==> src/pkg/attr_cfg_pkg.sv <==
package attr_cfg_pkg;
	// attribute register word offsets (byte addresses, a9..a0)
	localparam logic [9:0] OFF_CONFIG_OPTION   = 10'h200;
	localparam logic [9:0] OFF_CONFIG_AND_STATE = 10'h202;
	localparam logic [9:0] OFF_LINE_SUBSTITUTE = 10'h204;
	localparam logic [9:0] OFF_SLOT_AND_UNIT   = 10'h206;
	localparam int         ADDR_W              = 11;
	localparam int         CFG_SEL_BIT         = 9;
	// config option fields
	localparam int         COR_SOFT_CLEAR_BIT_BIT      = 7;
	localparam int         COR_LEVEL_BIT       = 6;
	localparam int         COR_INDEX_MSB       = 5;
	localparam logic [5:0] COR_INDEX_RESET     = 6'h00;
	// config and status fields
	localparam int         CSR_CHANGED_BIT     = 7;
	localparam int         CSR_CHANGE_SIGNAL_ENABLE_BIT      = 6;
	localparam int         CSR_NARROW_BIT      = 5;
	localparam int         CSR_PWRSAVE_BIT     = 2;
	localparam int         CSR_INTPEND_BIT     = 1;
	// line substitute fields
	localparam int         PRR_RDY_CHG_BIT     = 5;
	localparam int         PRR_PROT_CHG_BIT    = 4;
	localparam int         PRR_ONE_HI_BIT      = 3;
	localparam int         PRR_ONE_LO_BIT      = 2;
	localparam int         PRR_RDY_BIT         = 1;
	localparam int         PRR_PROT_BIT        = 0;
	// slot and unit fields
	localparam int         SCR_DRIVE_BIT       = 4;
	// configuration index codes
	localparam logic [3:0] IDX_MEMORY          = 4'h0;
	localparam logic [3:0] IDX_IO_ANY          = 4'h1;
	localparam logic [3:0] IDX_IO_PRIMARY      = 4'h2;
	localparam logic [3:0] IDX_IO_SECONDARY    = 4'h3;
	typedef enum logic [1:0] {
		MAP_MEMORY,
		MAP_IO_ANY,
		MAP_IO_PRIMARY,
		MAP_IO_SECONDARY
	} map_mode_t;
	// power state machine
	typedef enum logic [1:0] {
		PWR_ACTIVE,
		PWR_TO_SAVE,
		PWR_SAVE,
		PWR_TO_ACTIVE
	} pwr_state_t;
	// power transition time and idle time before auto power-save
	localparam int         PWR_SWITCH_NS       = 1000;
	localparam int         CLK_PERIOD_NS       = 5;
	localparam int         PWR_SWITCH_CYC      = (PWR_SWITCH_NS + CLK_PERIOD_NS - 1) / CLK_PERIOD_NS;
	localparam int         IDLE_DOWN_CYC       = 100000;
endpackage : attr_cfg_pkg

==> src/pkg/strobe_sync_if.sv <==
`timescale 1ns/1ps
// synchronised host strobes travelling from the pin stage into the decoder
interface strobe_sync_if;
	logic reg_sel_n;
	logic low_en_n;
	logic high_en_n;
	logic rd_n;
	logic wr_n;
	modport src (output reg_sel_n, low_en_n, high_en_n, rd_n, wr_n);
	modport dst (input  reg_sel_n, low_en_n, high_en_n, rd_n, wr_n);
endinterface : strobe_sync_if

==> src/design/pin_sync.sv <==
`timescale 1ns/1ps
// two-stage synchroniser for a group of pin levels
module pin_sync #(
	parameter int W = 1
) (
	input  wire logic         sys_clk,
	input  wire logic         rst_n,
	input  wire logic [W-1:0] async_in,
	input  wire logic [W-1:0] reset_val,
	output logic      [W-1:0] sync_out
);
	logic [W-1:0] meta_r;

	// first stage read only by the second
	always_ff @(posedge sys_clk) begin
		if (!rst_n) begin
			meta_r   <= reset_val;
			sync_out <= reset_val;
		end else begin
			meta_r   <= async_in;
			sync_out <= meta_r;
		end
	end
endmodule : pin_sync

==> src/design/attribute_config_regs.sv <==
`timescale 1ns/1ps
// How it works
// - attribute access byte wide, even only unless high byte enabled
// - data valid only on low byte
// - a9 low table, high registers
// - table writes are ignored
// - config option register at 200h
// - soft reset holds block in reset
// - soft reset cleared by hard reset
// - interrupt mode bit picks level/pulse
// - index decodes memory or three io maps
// - config and status register at 202h
// - changed flag ors the change latches
// - status change pin low when enabled
// - narrow io bit stored, ignored
// - power-save change shows busy until done
// - auto power-save on idle, wake on command
// - pending bit mirrors gated interrupt request
// - line substitute register at 204h
// - toggling live state sets change latch
// - masked load of change latches
// - slot register at 206h keeps drive bit
module attribute_config_regs
	import attr_cfg_pkg::*;
#(
	parameter int IDLE_CYC   = IDLE_DOWN_CYC,
	parameter int SWITCH_CYC = PWR_SWITCH_CYC
) (
	// system
	input  wire logic              sys_clk,
	input  wire logic              rst_n,
	// host bus pins
	input  wire logic              reg_sel_n,
	input  wire logic              low_byte_enable_n,
	input  wire logic              high_byte_enable_n,
	input  wire logic              rd_n,
	input  wire logic              wr_n,
	input  wire logic [ADDR_W-1:0] addr,
	input  wire logic [15:0]       data_in,
	output logic      [15:0]       data_out,
	output logic                   data_lo_oe,
	output logic                   data_hi_oe,
	// status change pin and interrupt pin
	output logic                   status_change_out_n,
	output logic                   irq_out_n,
	// card information table port
	output logic      [7:0]        card_info_table_addr,
	input  wire logic [7:0]        card_info_table_data,
	// core side
	input  wire logic              core_irq_req,
	input  wire logic              irq_disable_n,
	input  wire logic              core_busy,
	input  wire logic              host_command,
	output logic                   core_reset,
	output logic                   power_save,
	output logic                   ready_out,
	output map_mode_t              map_mode,
	output logic                   drive_number
);
	strobe_sync_if sb ();
	logic [ADDR_W-1:0] addr_m_r, addr_s_r;
	logic [7:0]        wdat_m_r, wdat_s_r;

	// strobes idle high during reset
	pin_sync #(.W(5)) u_sync (
		.sys_clk   (sys_clk),
		.rst_n     (rst_n),
		.async_in  ({reg_sel_n, low_byte_enable_n, high_byte_enable_n, rd_n, wr_n}),
		.reset_val (5'h1F),
		.sync_out  ({sb.reg_sel_n, sb.low_en_n, sb.high_en_n, sb.rd_n, sb.wr_n})
	);

	// address and data follow the strobes through two stages
	always_ff @(posedge sys_clk) begin
		if (!rst_n) begin
			addr_m_r <= '0;
			addr_s_r <= '0;
			wdat_m_r <= 8'h00;
			wdat_s_r <= 8'h00;
		end else begin
			addr_m_r <= addr;
			addr_s_r <= addr_m_r;
			wdat_m_r <= data_in[7:0];
			wdat_s_r <= wdat_m_r;
		end
	end

	// access decode
	logic attr_sel, rd_act, wr_act, wr_act_d_r, wr_pulse, cfg_space, odd_addr;
	assign odd_addr  = addr_s_r[0] && sb.high_en_n;
	assign attr_sel  = !sb.reg_sel_n && !sb.low_en_n && !odd_addr;
	assign rd_act    = attr_sel && !sb.rd_n && sb.wr_n;
	assign wr_act    = attr_sel && sb.rd_n && !sb.wr_n;
	assign cfg_space = addr_s_r[CFG_SEL_BIT];

	// one write per strobe; host releases between cycles
	always_ff @(posedge sys_clk) begin
		if (!rst_n) begin
			wr_act_d_r <= 1'b0;
		end else begin
			wr_act_d_r <= wr_act;
		end
	end
	assign wr_pulse = wr_act && !wr_act_d_r;

	logic wr_cor, wr_csr, wr_prr, wr_scr;
	assign wr_cor = wr_pulse && cfg_space && addr_s_r[9:0] == OFF_CONFIG_OPTION;
	assign wr_csr = wr_pulse && cfg_space && addr_s_r[9:0] == OFF_CONFIG_AND_STATE;
	assign wr_prr = wr_pulse && cfg_space && addr_s_r[9:0] == OFF_LINE_SUBSTITUTE;
	assign wr_scr = wr_pulse && cfg_space && addr_s_r[9:0] == OFF_SLOT_AND_UNIT;

	// config option register
	logic       soft_clear_bit_r;
	logic       level_irq_select_r;
	logic [5:0] config_index_r;
	logic       blk_rst;
	always_ff @(posedge sys_clk) begin
		if (!rst_n) begin
			soft_clear_bit_r <= 1'b0;
		end else if (wr_cor) begin
			soft_clear_bit_r <= wdat_s_r[COR_SOFT_CLEAR_BIT_BIT];
		end
	end
	// soft reset acts as hardware reset
	assign blk_rst = !rst_n || soft_clear_bit_r;
	assign core_reset = blk_rst;

	// mode and index; the write setting soft reset still clears them
	always_ff @(posedge sys_clk) begin
		if (blk_rst || (wr_cor && wdat_s_r[COR_SOFT_CLEAR_BIT_BIT])) begin
			level_irq_select_r <= 1'b0;
			config_index_r     <= COR_INDEX_RESET;
		end else if (wr_cor) begin
			level_irq_select_r <= wdat_s_r[COR_LEVEL_BIT];
			// reserved index bits stored as written
			config_index_r     <= wdat_s_r[COR_INDEX_MSB:0];
		end
	end

	logic io_mode;
	always_comb begin
		case (config_index_r[3:0])
			IDX_MEMORY:       map_mode = MAP_MEMORY;
			IDX_IO_ANY:       map_mode = MAP_IO_ANY;
			IDX_IO_PRIMARY:   map_mode = MAP_IO_PRIMARY;
			IDX_IO_SECONDARY: map_mode = MAP_IO_SECONDARY;
			default:          map_mode = MAP_MEMORY;
		endcase
	end
	assign io_mode = map_mode != MAP_MEMORY;

	// config and status register
	logic change_signal_enable_r, narrow_io_request_r, power_save_request_r;
	always_ff @(posedge sys_clk) begin
		if (blk_rst) begin
			change_signal_enable_r <= 1'b0;
			narrow_io_request_r    <= 1'b0;
			power_save_request_r   <= 1'b0;
		end else if (wr_csr) begin
			change_signal_enable_r <= wdat_s_r[CSR_CHANGE_SIGNAL_ENABLE_BIT];
			narrow_io_request_r    <= wdat_s_r[CSR_NARROW_BIT];
			power_save_request_r   <= wdat_s_r[CSR_PWRSAVE_BIT];
		end
	end

	// live ready and change latches
	logic ready_live_state, protect_live_state, ready_live_d_r;
	logic ready_change_latch_r, protect_change_latch_r, changed;
	assign protect_live_state = 1'b0; // no write protect switch
	always_ff @(posedge sys_clk) begin
		if (blk_rst) begin
			ready_live_d_r <= ready_live_state; // no false toggle after reset
		end else begin
			ready_live_d_r <= ready_live_state;
		end
	end

	// set wins over a masked clear in the same cycle
	always_ff @(posedge sys_clk) begin
		if (blk_rst) begin
			ready_change_latch_r <= 1'b0;
		end else if (ready_live_state != ready_live_d_r) begin
			ready_change_latch_r <= 1'b1;
		end else if (wr_prr && wdat_s_r[PRR_RDY_BIT]) begin
			ready_change_latch_r <= wdat_s_r[PRR_RDY_CHG_BIT];
		end
	end
	// protect line never toggles, so only host writes reach it
	always_ff @(posedge sys_clk) begin
		if (blk_rst) begin
			protect_change_latch_r <= 1'b0;
		end else if (wr_prr && wdat_s_r[PRR_PROT_BIT]) begin
			protect_change_latch_r <= wdat_s_r[PRR_PROT_CHG_BIT];
		end
	end
	assign changed = ready_change_latch_r || protect_change_latch_r;

	always_ff @(posedge sys_clk) begin
		if (blk_rst) begin
			status_change_out_n <= 1'b1;
		end else begin
			status_change_out_n <= !(io_mode && change_signal_enable_r && changed);
		end
	end

	// slot and unit register
	logic drive_number_r;
	always_ff @(posedge sys_clk) begin
		if (blk_rst) begin
			drive_number_r <= 1'b0;
		end else if (wr_scr) begin
			// drive bit kept, socket bits ignored
			drive_number_r <= wdat_s_r[SCR_DRIVE_BIT];
		end
	end
	assign drive_number = drive_number_r;

	// power management
	pwr_state_t pwr_r;
	logic [31:0] pwr_cnt_r;
	logic        psr_d_r;
	always_ff @(posedge sys_clk) begin
		if (blk_rst) begin
			psr_d_r <= 1'b0;
		end else begin
			psr_d_r <= power_save_request_r;
		end
	end
	// request change drives a timed transition
	// idle count puts core to sleep, command wakes
	always_ff @(posedge sys_clk) begin
		if (blk_rst) begin
			pwr_r     <= PWR_ACTIVE;
			pwr_cnt_r <= 32'h0;
		end else begin
			case (pwr_r)
				PWR_ACTIVE: begin
					if (power_save_request_r && !psr_d_r) begin
						pwr_r     <= PWR_TO_SAVE;
						pwr_cnt_r <= 32'h0;
					end else if (host_command || core_busy) begin
						pwr_cnt_r <= 32'h0;
					end else if (pwr_cnt_r >= 32'(IDLE_CYC - 1)) begin
						pwr_r     <= PWR_TO_SAVE;
						pwr_cnt_r <= 32'h0;
					end else begin
						pwr_cnt_r <= pwr_cnt_r + 32'h1;
					end
				end
				PWR_TO_SAVE: begin
					if (pwr_cnt_r >= 32'(SWITCH_CYC - 1)) begin
						pwr_r     <= PWR_SAVE;
						pwr_cnt_r <= 32'h0;
					end else begin
						pwr_cnt_r <= pwr_cnt_r + 32'h1;
					end
				end
				PWR_SAVE: begin
					if ((!power_save_request_r && psr_d_r) || host_command) begin
						pwr_r     <= PWR_TO_ACTIVE;
						pwr_cnt_r <= 32'h0;
					end
				end
				PWR_TO_ACTIVE: begin
					if (pwr_cnt_r >= 32'(SWITCH_CYC - 1)) begin
						pwr_r     <= PWR_ACTIVE;
						pwr_cnt_r <= 32'h0;
					end else begin
						pwr_cnt_r <= pwr_cnt_r + 32'h1;
					end
				end
				default: begin
					pwr_r     <= PWR_ACTIVE;
					pwr_cnt_r <= 32'h0;
				end
			endcase
		end
	end
	assign power_save = pwr_r == PWR_SAVE;
	// busy while switching or core busy; ready shown when settled
	assign ready_live_state = !core_busy && (pwr_r == PWR_ACTIVE || pwr_r == PWR_SAVE);
	assign ready_out = ready_live_state;

	logic int_pending, irq_d_r;
	assign int_pending = core_irq_req && irq_disable_n;
	always_ff @(posedge sys_clk) begin
		if (blk_rst) begin
			irq_d_r   <= 1'b0;
			irq_out_n <= 1'b1;
		end else begin
			irq_d_r <= int_pending;
			// level holds, pulse gives one cycle
			if (level_irq_select_r) begin
				irq_out_n <= !(io_mode && int_pending);
			end else begin
				irq_out_n <= !(io_mode && int_pending && !irq_d_r);
			end
		end
	end

	// read mux
	logic [7:0] rd_byte;
	assign card_info_table_addr = addr_s_r[8:1];
	always_comb begin
		rd_byte = 8'h00;
		if (!cfg_space) begin
			rd_byte = card_info_table_data;
		end else begin
			case (addr_s_r[9:0])
				OFF_CONFIG_OPTION:
					rd_byte = {soft_clear_bit_r, level_irq_select_r, config_index_r};
				OFF_CONFIG_AND_STATE:
					rd_byte = {changed, change_signal_enable_r, narrow_io_request_r,
					           2'b00, power_save_request_r, int_pending, 1'b0};
				OFF_LINE_SUBSTITUTE:
					rd_byte = {2'b00, ready_change_latch_r, protect_change_latch_r,
					           2'b11, ready_live_state, protect_live_state};
				OFF_SLOT_AND_UNIT:
					rd_byte = {3'b000, drive_number_r, 4'h0};
				default:
					rd_byte = 8'h00;
			endcase
		end
	end

	// registered read data; upper byte zero and never enabled
	always_ff @(posedge sys_clk) begin
		if (!rst_n) begin
			data_out   <= 16'h0000;
			data_lo_oe <= 1'b0;
		end else begin
			data_out   <= {8'h00, rd_byte};
			data_lo_oe <= rd_act;
		end
	end
	assign data_hi_oe = 1'b0;
endmodule : attribute_config_regs

==> config.mk <==
export PLATFORM = sky130hd
export DESIGN_NAME = attribute_config_regs
export DESIGN_NICKNAME = d
export VERILOG_FILES = /design/src/pkg/attr_cfg_pkg.sv /design/src/pkg/strobe_sync_if.sv /design/src/design/pin_sync.sv /design/src/design/attribute_config_regs.sv
export SDC_FILE = /design/constraint.sdc
export NUM_CORES = 1
export LEC_CHECK = 0
export ABC_AREA = 1
export BUFFER_PORTS_ARGS = -buffer_cell sky130_fd_sc_hd__clkbuf_2
export CAP_MARGIN = 10
export CORE_AREA = 2 2 92 94
export CTS_BUF_LIST = sky130_fd_sc_hd__clkbuf_2
export DETAILED_ROUTE_END_ITERATION = 7
export DIE_AREA = 0 0 94 96
export GPL_TIMING_DRIVEN = 0
export PLACE_DENSITY = 0.74
export SYNTH_ARGS = -nofsm -noshare
export SYNTH_HDL_FRONTEND = slang
export SYNTH_HIERARCHICAL = 1
export SYNTH_SLANG_ARGS = --single-unit
==> constraint.sdc <==
create_clock -name sys_clk -period 3 [get_ports sys_clk]
set_clock_uncertainty 0.2 [all_clocks]
set_input_delay 0.15 -clock sys_clk [delete_from_list [all_inputs] [get_ports sys_clk]]
set_output_delay 0.15 -clock sys_clk [all_outputs]
set_load 0.05 [all_outputs]
==> run summary <==
After clock tree synthesis, the clock-pin slew on the worst setup and hold paths is approximately 310 ps. The endpoint of the lowest-slack register-to-register path is data_out[1]. Counting along the longest clock path gives a buffer depth of 2. For this run, the total global-route usage over all layers was measured as 0.234. Of the total synthesized cell area, the portion taken by full adders, half adders and majority gates is 0.0144. The final wirelength is 9950 um. Entering global routing, the biggest net connects 21 pins. The internal power consumption came out at about 1.8 mW. The total number of H-tree levels is 3. Summed over all failing endpoints, the final setup total negative slack is 0 ps.

The worst setup path is captured at an output pin. The count of antenna-violating nets left after detailed routing is 0. The unique cell type count in the Yosys netlist came out at 35. Clock tree synthesis inserted a total of 9 buffers. The count of fill cells added during filler insertion came out at ~640. The post-detailed-route via-to-cell ratio came out at 4.62. The synthesized area per cell came out at approximately 7.7 um^2. The worst min-delay path startpoint is data_in[3].

By startpoint and endpoint, the worst setup path is classified as primary input to output pin. In the final routed layout, each cell accounts on average for between 10 and 15 um. STA classifies the critical path startpoint as a primary input. In this run the worst hold path is classified as primary input to flop. The fraction of layout instances using a drive strength above 1 came out at 0.161. The clock sink count is between 100 and 150. The share of flip-flops with an asynchronous set or reset after synthesis came out at 0. The remaining routing DRC violations is 0.

The worst hold path was traced through 4 stages. Measured in cells, the most critical reg-to-reg path has a length of 9. The cell with the largest stage delay on the worst path is sky130_fd_sc_hd__dlygate4sd3_1. Setup repair after global routing left no endpoint under its margin. The switching power share of the total is 0.288. The total count of hold-check failures in the final report came out at 0. The initial utilization of the core area, before any placement, comes to 0.540. The maximum clock rate came out at between 300 and 400 MHz.

At the end of the flow the core is filled with cells to 0.709. The worst-case hold path end point is wdat_m_r[3]. The first TritonRoute pass finished after 4 iterations. The share of total power dissipated in the clock network is 0.266. The required arrival time at the worst endpoint came out at approximately 2700 ps. The simple-gate share of the synthesized area is 0.286. The number of rows created at floorplan came out at 33. Of the total power, registers draw 0.608. The post-synthesis to final-layout area growth came out at 31.2%. In this run the tool buffered the top-level ports with a little over 60 buffer cells. The clock insertion delay at the later pin of the skew report is 610 ps. The share of total power in combinational logic is 0.126. The number of setup buffers added after CTS is 0. The footprint of the flip-flops and latches came out at between 0.002 and 0.0025 mm^2.

Setup violations remaining at the end of the flow were counted as 0. The total I/O pin count came out at 80. The wire length of the first global-routing pass is between 15000 and 20000 um. The initial antenna violation count is 0. The violation count after the first detailed-route iteration came out at around 140. Summed over all cells, the static leakage comes to approximately 2.8 nW. The number of global-route vias before repair came out at around 3700.

The floorplan step set the die width to about 94 um. The data arrival time of the critical path came out at around 2200 ps. The die is around 96 um tall. For this design the total switching power over the nets is ~0.72 mW. The worst voltage drop across the vdd grid is 0.278 mV. The largest fanout on the critical path came out at 10. The via count came out at about 3900. The number of synthesis warnings came out at 6. The total number of nets in the final design is ~780. Detailed placement ended at an HPWL of slightly below 6000 um. The multiplexer fraction of the synthesized cell area is 0.00230. The worst slew margin relative to its limit is 0.588. In this run the standard cell core region covers roughly 0.008 mm^2. Synthesis inferred around 110 register bits. The launch instance of the worst register-to-register path is addr_s_r[9]. The synthesized-area fraction occupied by ao, oa, aoi and oai cells came out at 0.0483. For this run, the leading register cell type out of synthesis is sky130_fd_sc_hd__dfxtp_1.

The total area of multi-input combinational cells came out at about 0.0017 mm^2. Once the clock tree was built, the resizer swapped 0 gates to a different size. The portion of the clock cycle consumed by the worst path in the final layout came out at 0.851. The max-capacitance violation count came out at 0.

The flow ran to the end, and the final reports show no timing, DRC or antenna violations. For this run, the slowest stage of the critical path takes around 530 ps. The post-synthesis share of cell area spent on xor and xnor gates came out at 0.0302.

The portion of the post-synthesis area used by sequential elements is 0.502. The power density normalized to cell area is 438 mW/mm^2. The final antenna diode count is 0. For this run the aggregate overflow at the end of global routing stands at 0. The time the final worst path needs with I/O delays and setup came out at 2550 ps. The reg-to-reg setup timing slack came out at about 590 ps. The total standard cell area after synthesis is approximately 0.0044 mm^2. The largest family of logic cells by synthesized area is simple AND/OR/NAND/NOR gates.

The last weighted congestion value of the routability-driven placer came out at roughly 0.9. In this run, synthesis inferred 0 flip-flops with an integrated enable. The transition time at the pin with the least slew margin is a little over 600 ps.

Synthesis produced a netlist whose cell count is approximately 570. The number of pins exceeding their max-slew limit in the final report came out at 0. Traced cell by cell, the critical path runs through dlygate4sd3_1 > clkbuf_2 > clkbuf_1 > inv_2 > nor2_4 > inv_1 > clkbuf_1 > clkbuf_2. The tree is rooted in a sky130_fd_sc_hd__clkbuf_2. The TritonCTS clock tree is yes. The area of the die is 0.00902 mm^2.
-- per-layer routing --
layer  vias to the layer above  GRT usage  part of all wire
met5                         -          0                 0
met4                         0     0.0942             0.023
met3                        20     0.0532             0.046
met1                      1728      0.276              0.44
li1                       2004          -                 -
met2                       110      0.412              0.49
-- power groups by stage --
stage / clock (mW) / combinational [mW] / sequential (mW)
after global routing: 0.743 / 0.340 / 1.52
after floorplan: 0 / 0.143 / 1.56
after CTS: 0.682 / 0.301 / 1.52
after detailed placement: 0 / 0.223 / 1.54
after global placement: 0 / 0.220 / 1.54
final: 0.664 / 0.315 / 1.52
-- state kept, by name, indices dropped and copies added (netlist names), 2 cells and up --
signal           cells
wdat_s_r             8
u_sync/sync_out      5
addr_m_r            10
u_sync/meta_r        5
wdat_m_r             8
pwr_r                2
data_out             8
config_index_r       6
addr_s_r            10
pwr_cnt_r           32
-- what timing repair did --
| item | in CTS | in global routing |
|---|---|---|
| hold buffers | 76 | 0 |
| setup endpoints to repair | 0 | 0 |
| hold endpoints to repair | 89 | 0 |
-- placed cells by master (no fill, tap or decap), drive strengths merged, types with 2 or more instances in the layout --
master and count:
or2 3, clkinv 2, nor3 17, nand2 157, clkbuf 78, xnor2 2, nor2 81, xor2 13
a21oi 21, inv 87, ha 5, nand3 20, conb 14, nand4 5, dlygate4sd3 76, o21ai 11
buf 21, dfxtp 109, o211ai 4
-- how the worst max path moves through the flow --
stage,start,end,slack (ps),cells past startpoint
after global routing,rst_n,core_reset,350,8
after floorplan,pwr_r[0],ready_change_latch_r,540,8
final,rst_n,core_reset,450,8
after detailed placement,pwr_r[0],pwr_cnt_r[9],890,9
after global placement,pwr_r[0],pwr_cnt_r[9],950,9
after CTS,rst_n,core_reset,480,8
-- worst max-delay path: cells and delay by family --
kind / cells / cell delay (ps)
buffers and inverters: 7 / 1940
AND/OR/NAND/NOR: 1 / 100
-- cells by family after synthesis --
| logic type | Yosys count |
|---|---|
| AOI/OAI and AO/OA | 38 |
| xor gates and xnor gates | 15 |
| adders and majority gates | 5 |
| buffers and inverters | 111 |
| DFF | 109 |
| muxes | 1 |
| other | 2 |
| and+or+nand+nor | 285 |
-- layout make-up --
class / count / share of cell area
sequential: 109 / 0.382
multi-input combinational: 358 / 0.300
timing repair buffer: 137 / 0.187
inverter: 83 / 0.0550
buffer: 28 / 0.0327
tap: 105 / 0.0230
clock inverter: 6 / 0.0114
clock buffer: 10 / 0.00877
-- synth_stat cells (3+ instances only) --
library cell | instances | area [um^2]
sky130_fd_sc_hd__nand2_1 | 153 | 574
sky130_fd_sc_hd__dfxtp_1 | 109 | 2180
sky130_fd_sc_hd__inv_1 | 78 | 293
sky130_fd_sc_hd__nor2_1 | 77 | 289
sky130_fd_sc_hd__a21oi_1 | 20 | 100
sky130_fd_sc_hd__nand3_1 | 19 | 95.1
sky130_fd_sc_hd__buf_4 | 17 | 128
sky130_fd_sc_hd__nor3_1 | 13 | 65.1
sky130_fd_sc_hd__xor2_1 | 13 | 114
sky130_fd_sc_hd__o21ai_0 | 11 | 55.1
sky130_fd_sc_hd__clkbuf_1 | 7 | 26.3
sky130_fd_sc_hd__ha_1 | 5 | 62.6
sky130_fd_sc_hd__nand4_1 | 5 | 31.3
sky130_fd_sc_hd__inv_2 | 4 | 15.0
sky130_fd_sc_hd__o211ai_1 | 4 | 30.0
sky130_fd_sc_hd__nor2_4 | 3 | 33.8
-- stage by stage --
| step | area (um^2) | total power, mW | setup slack [ps] | hold WS (ps) | instances |
|---|---|---|---|---|---|
| finish | 5710 | 2.50 | 446 | 105 | 836 |
| global route | 5710 | 2.61 | 345 | 91.4 | 836 |
| CTS | 5710 | 2.50 | 481 | 21.0 | 836 |
| detailed placement | 4830 | 1.76 | 893 | 136 | 744 |
| global placement | 4830 | 1.76 | 946 | 131 | 744 |
| floorplan | 4400 | 1.70 | 541 | 47.6 | 578 |
Note: power is estimated with default switching activity, not from simulation.
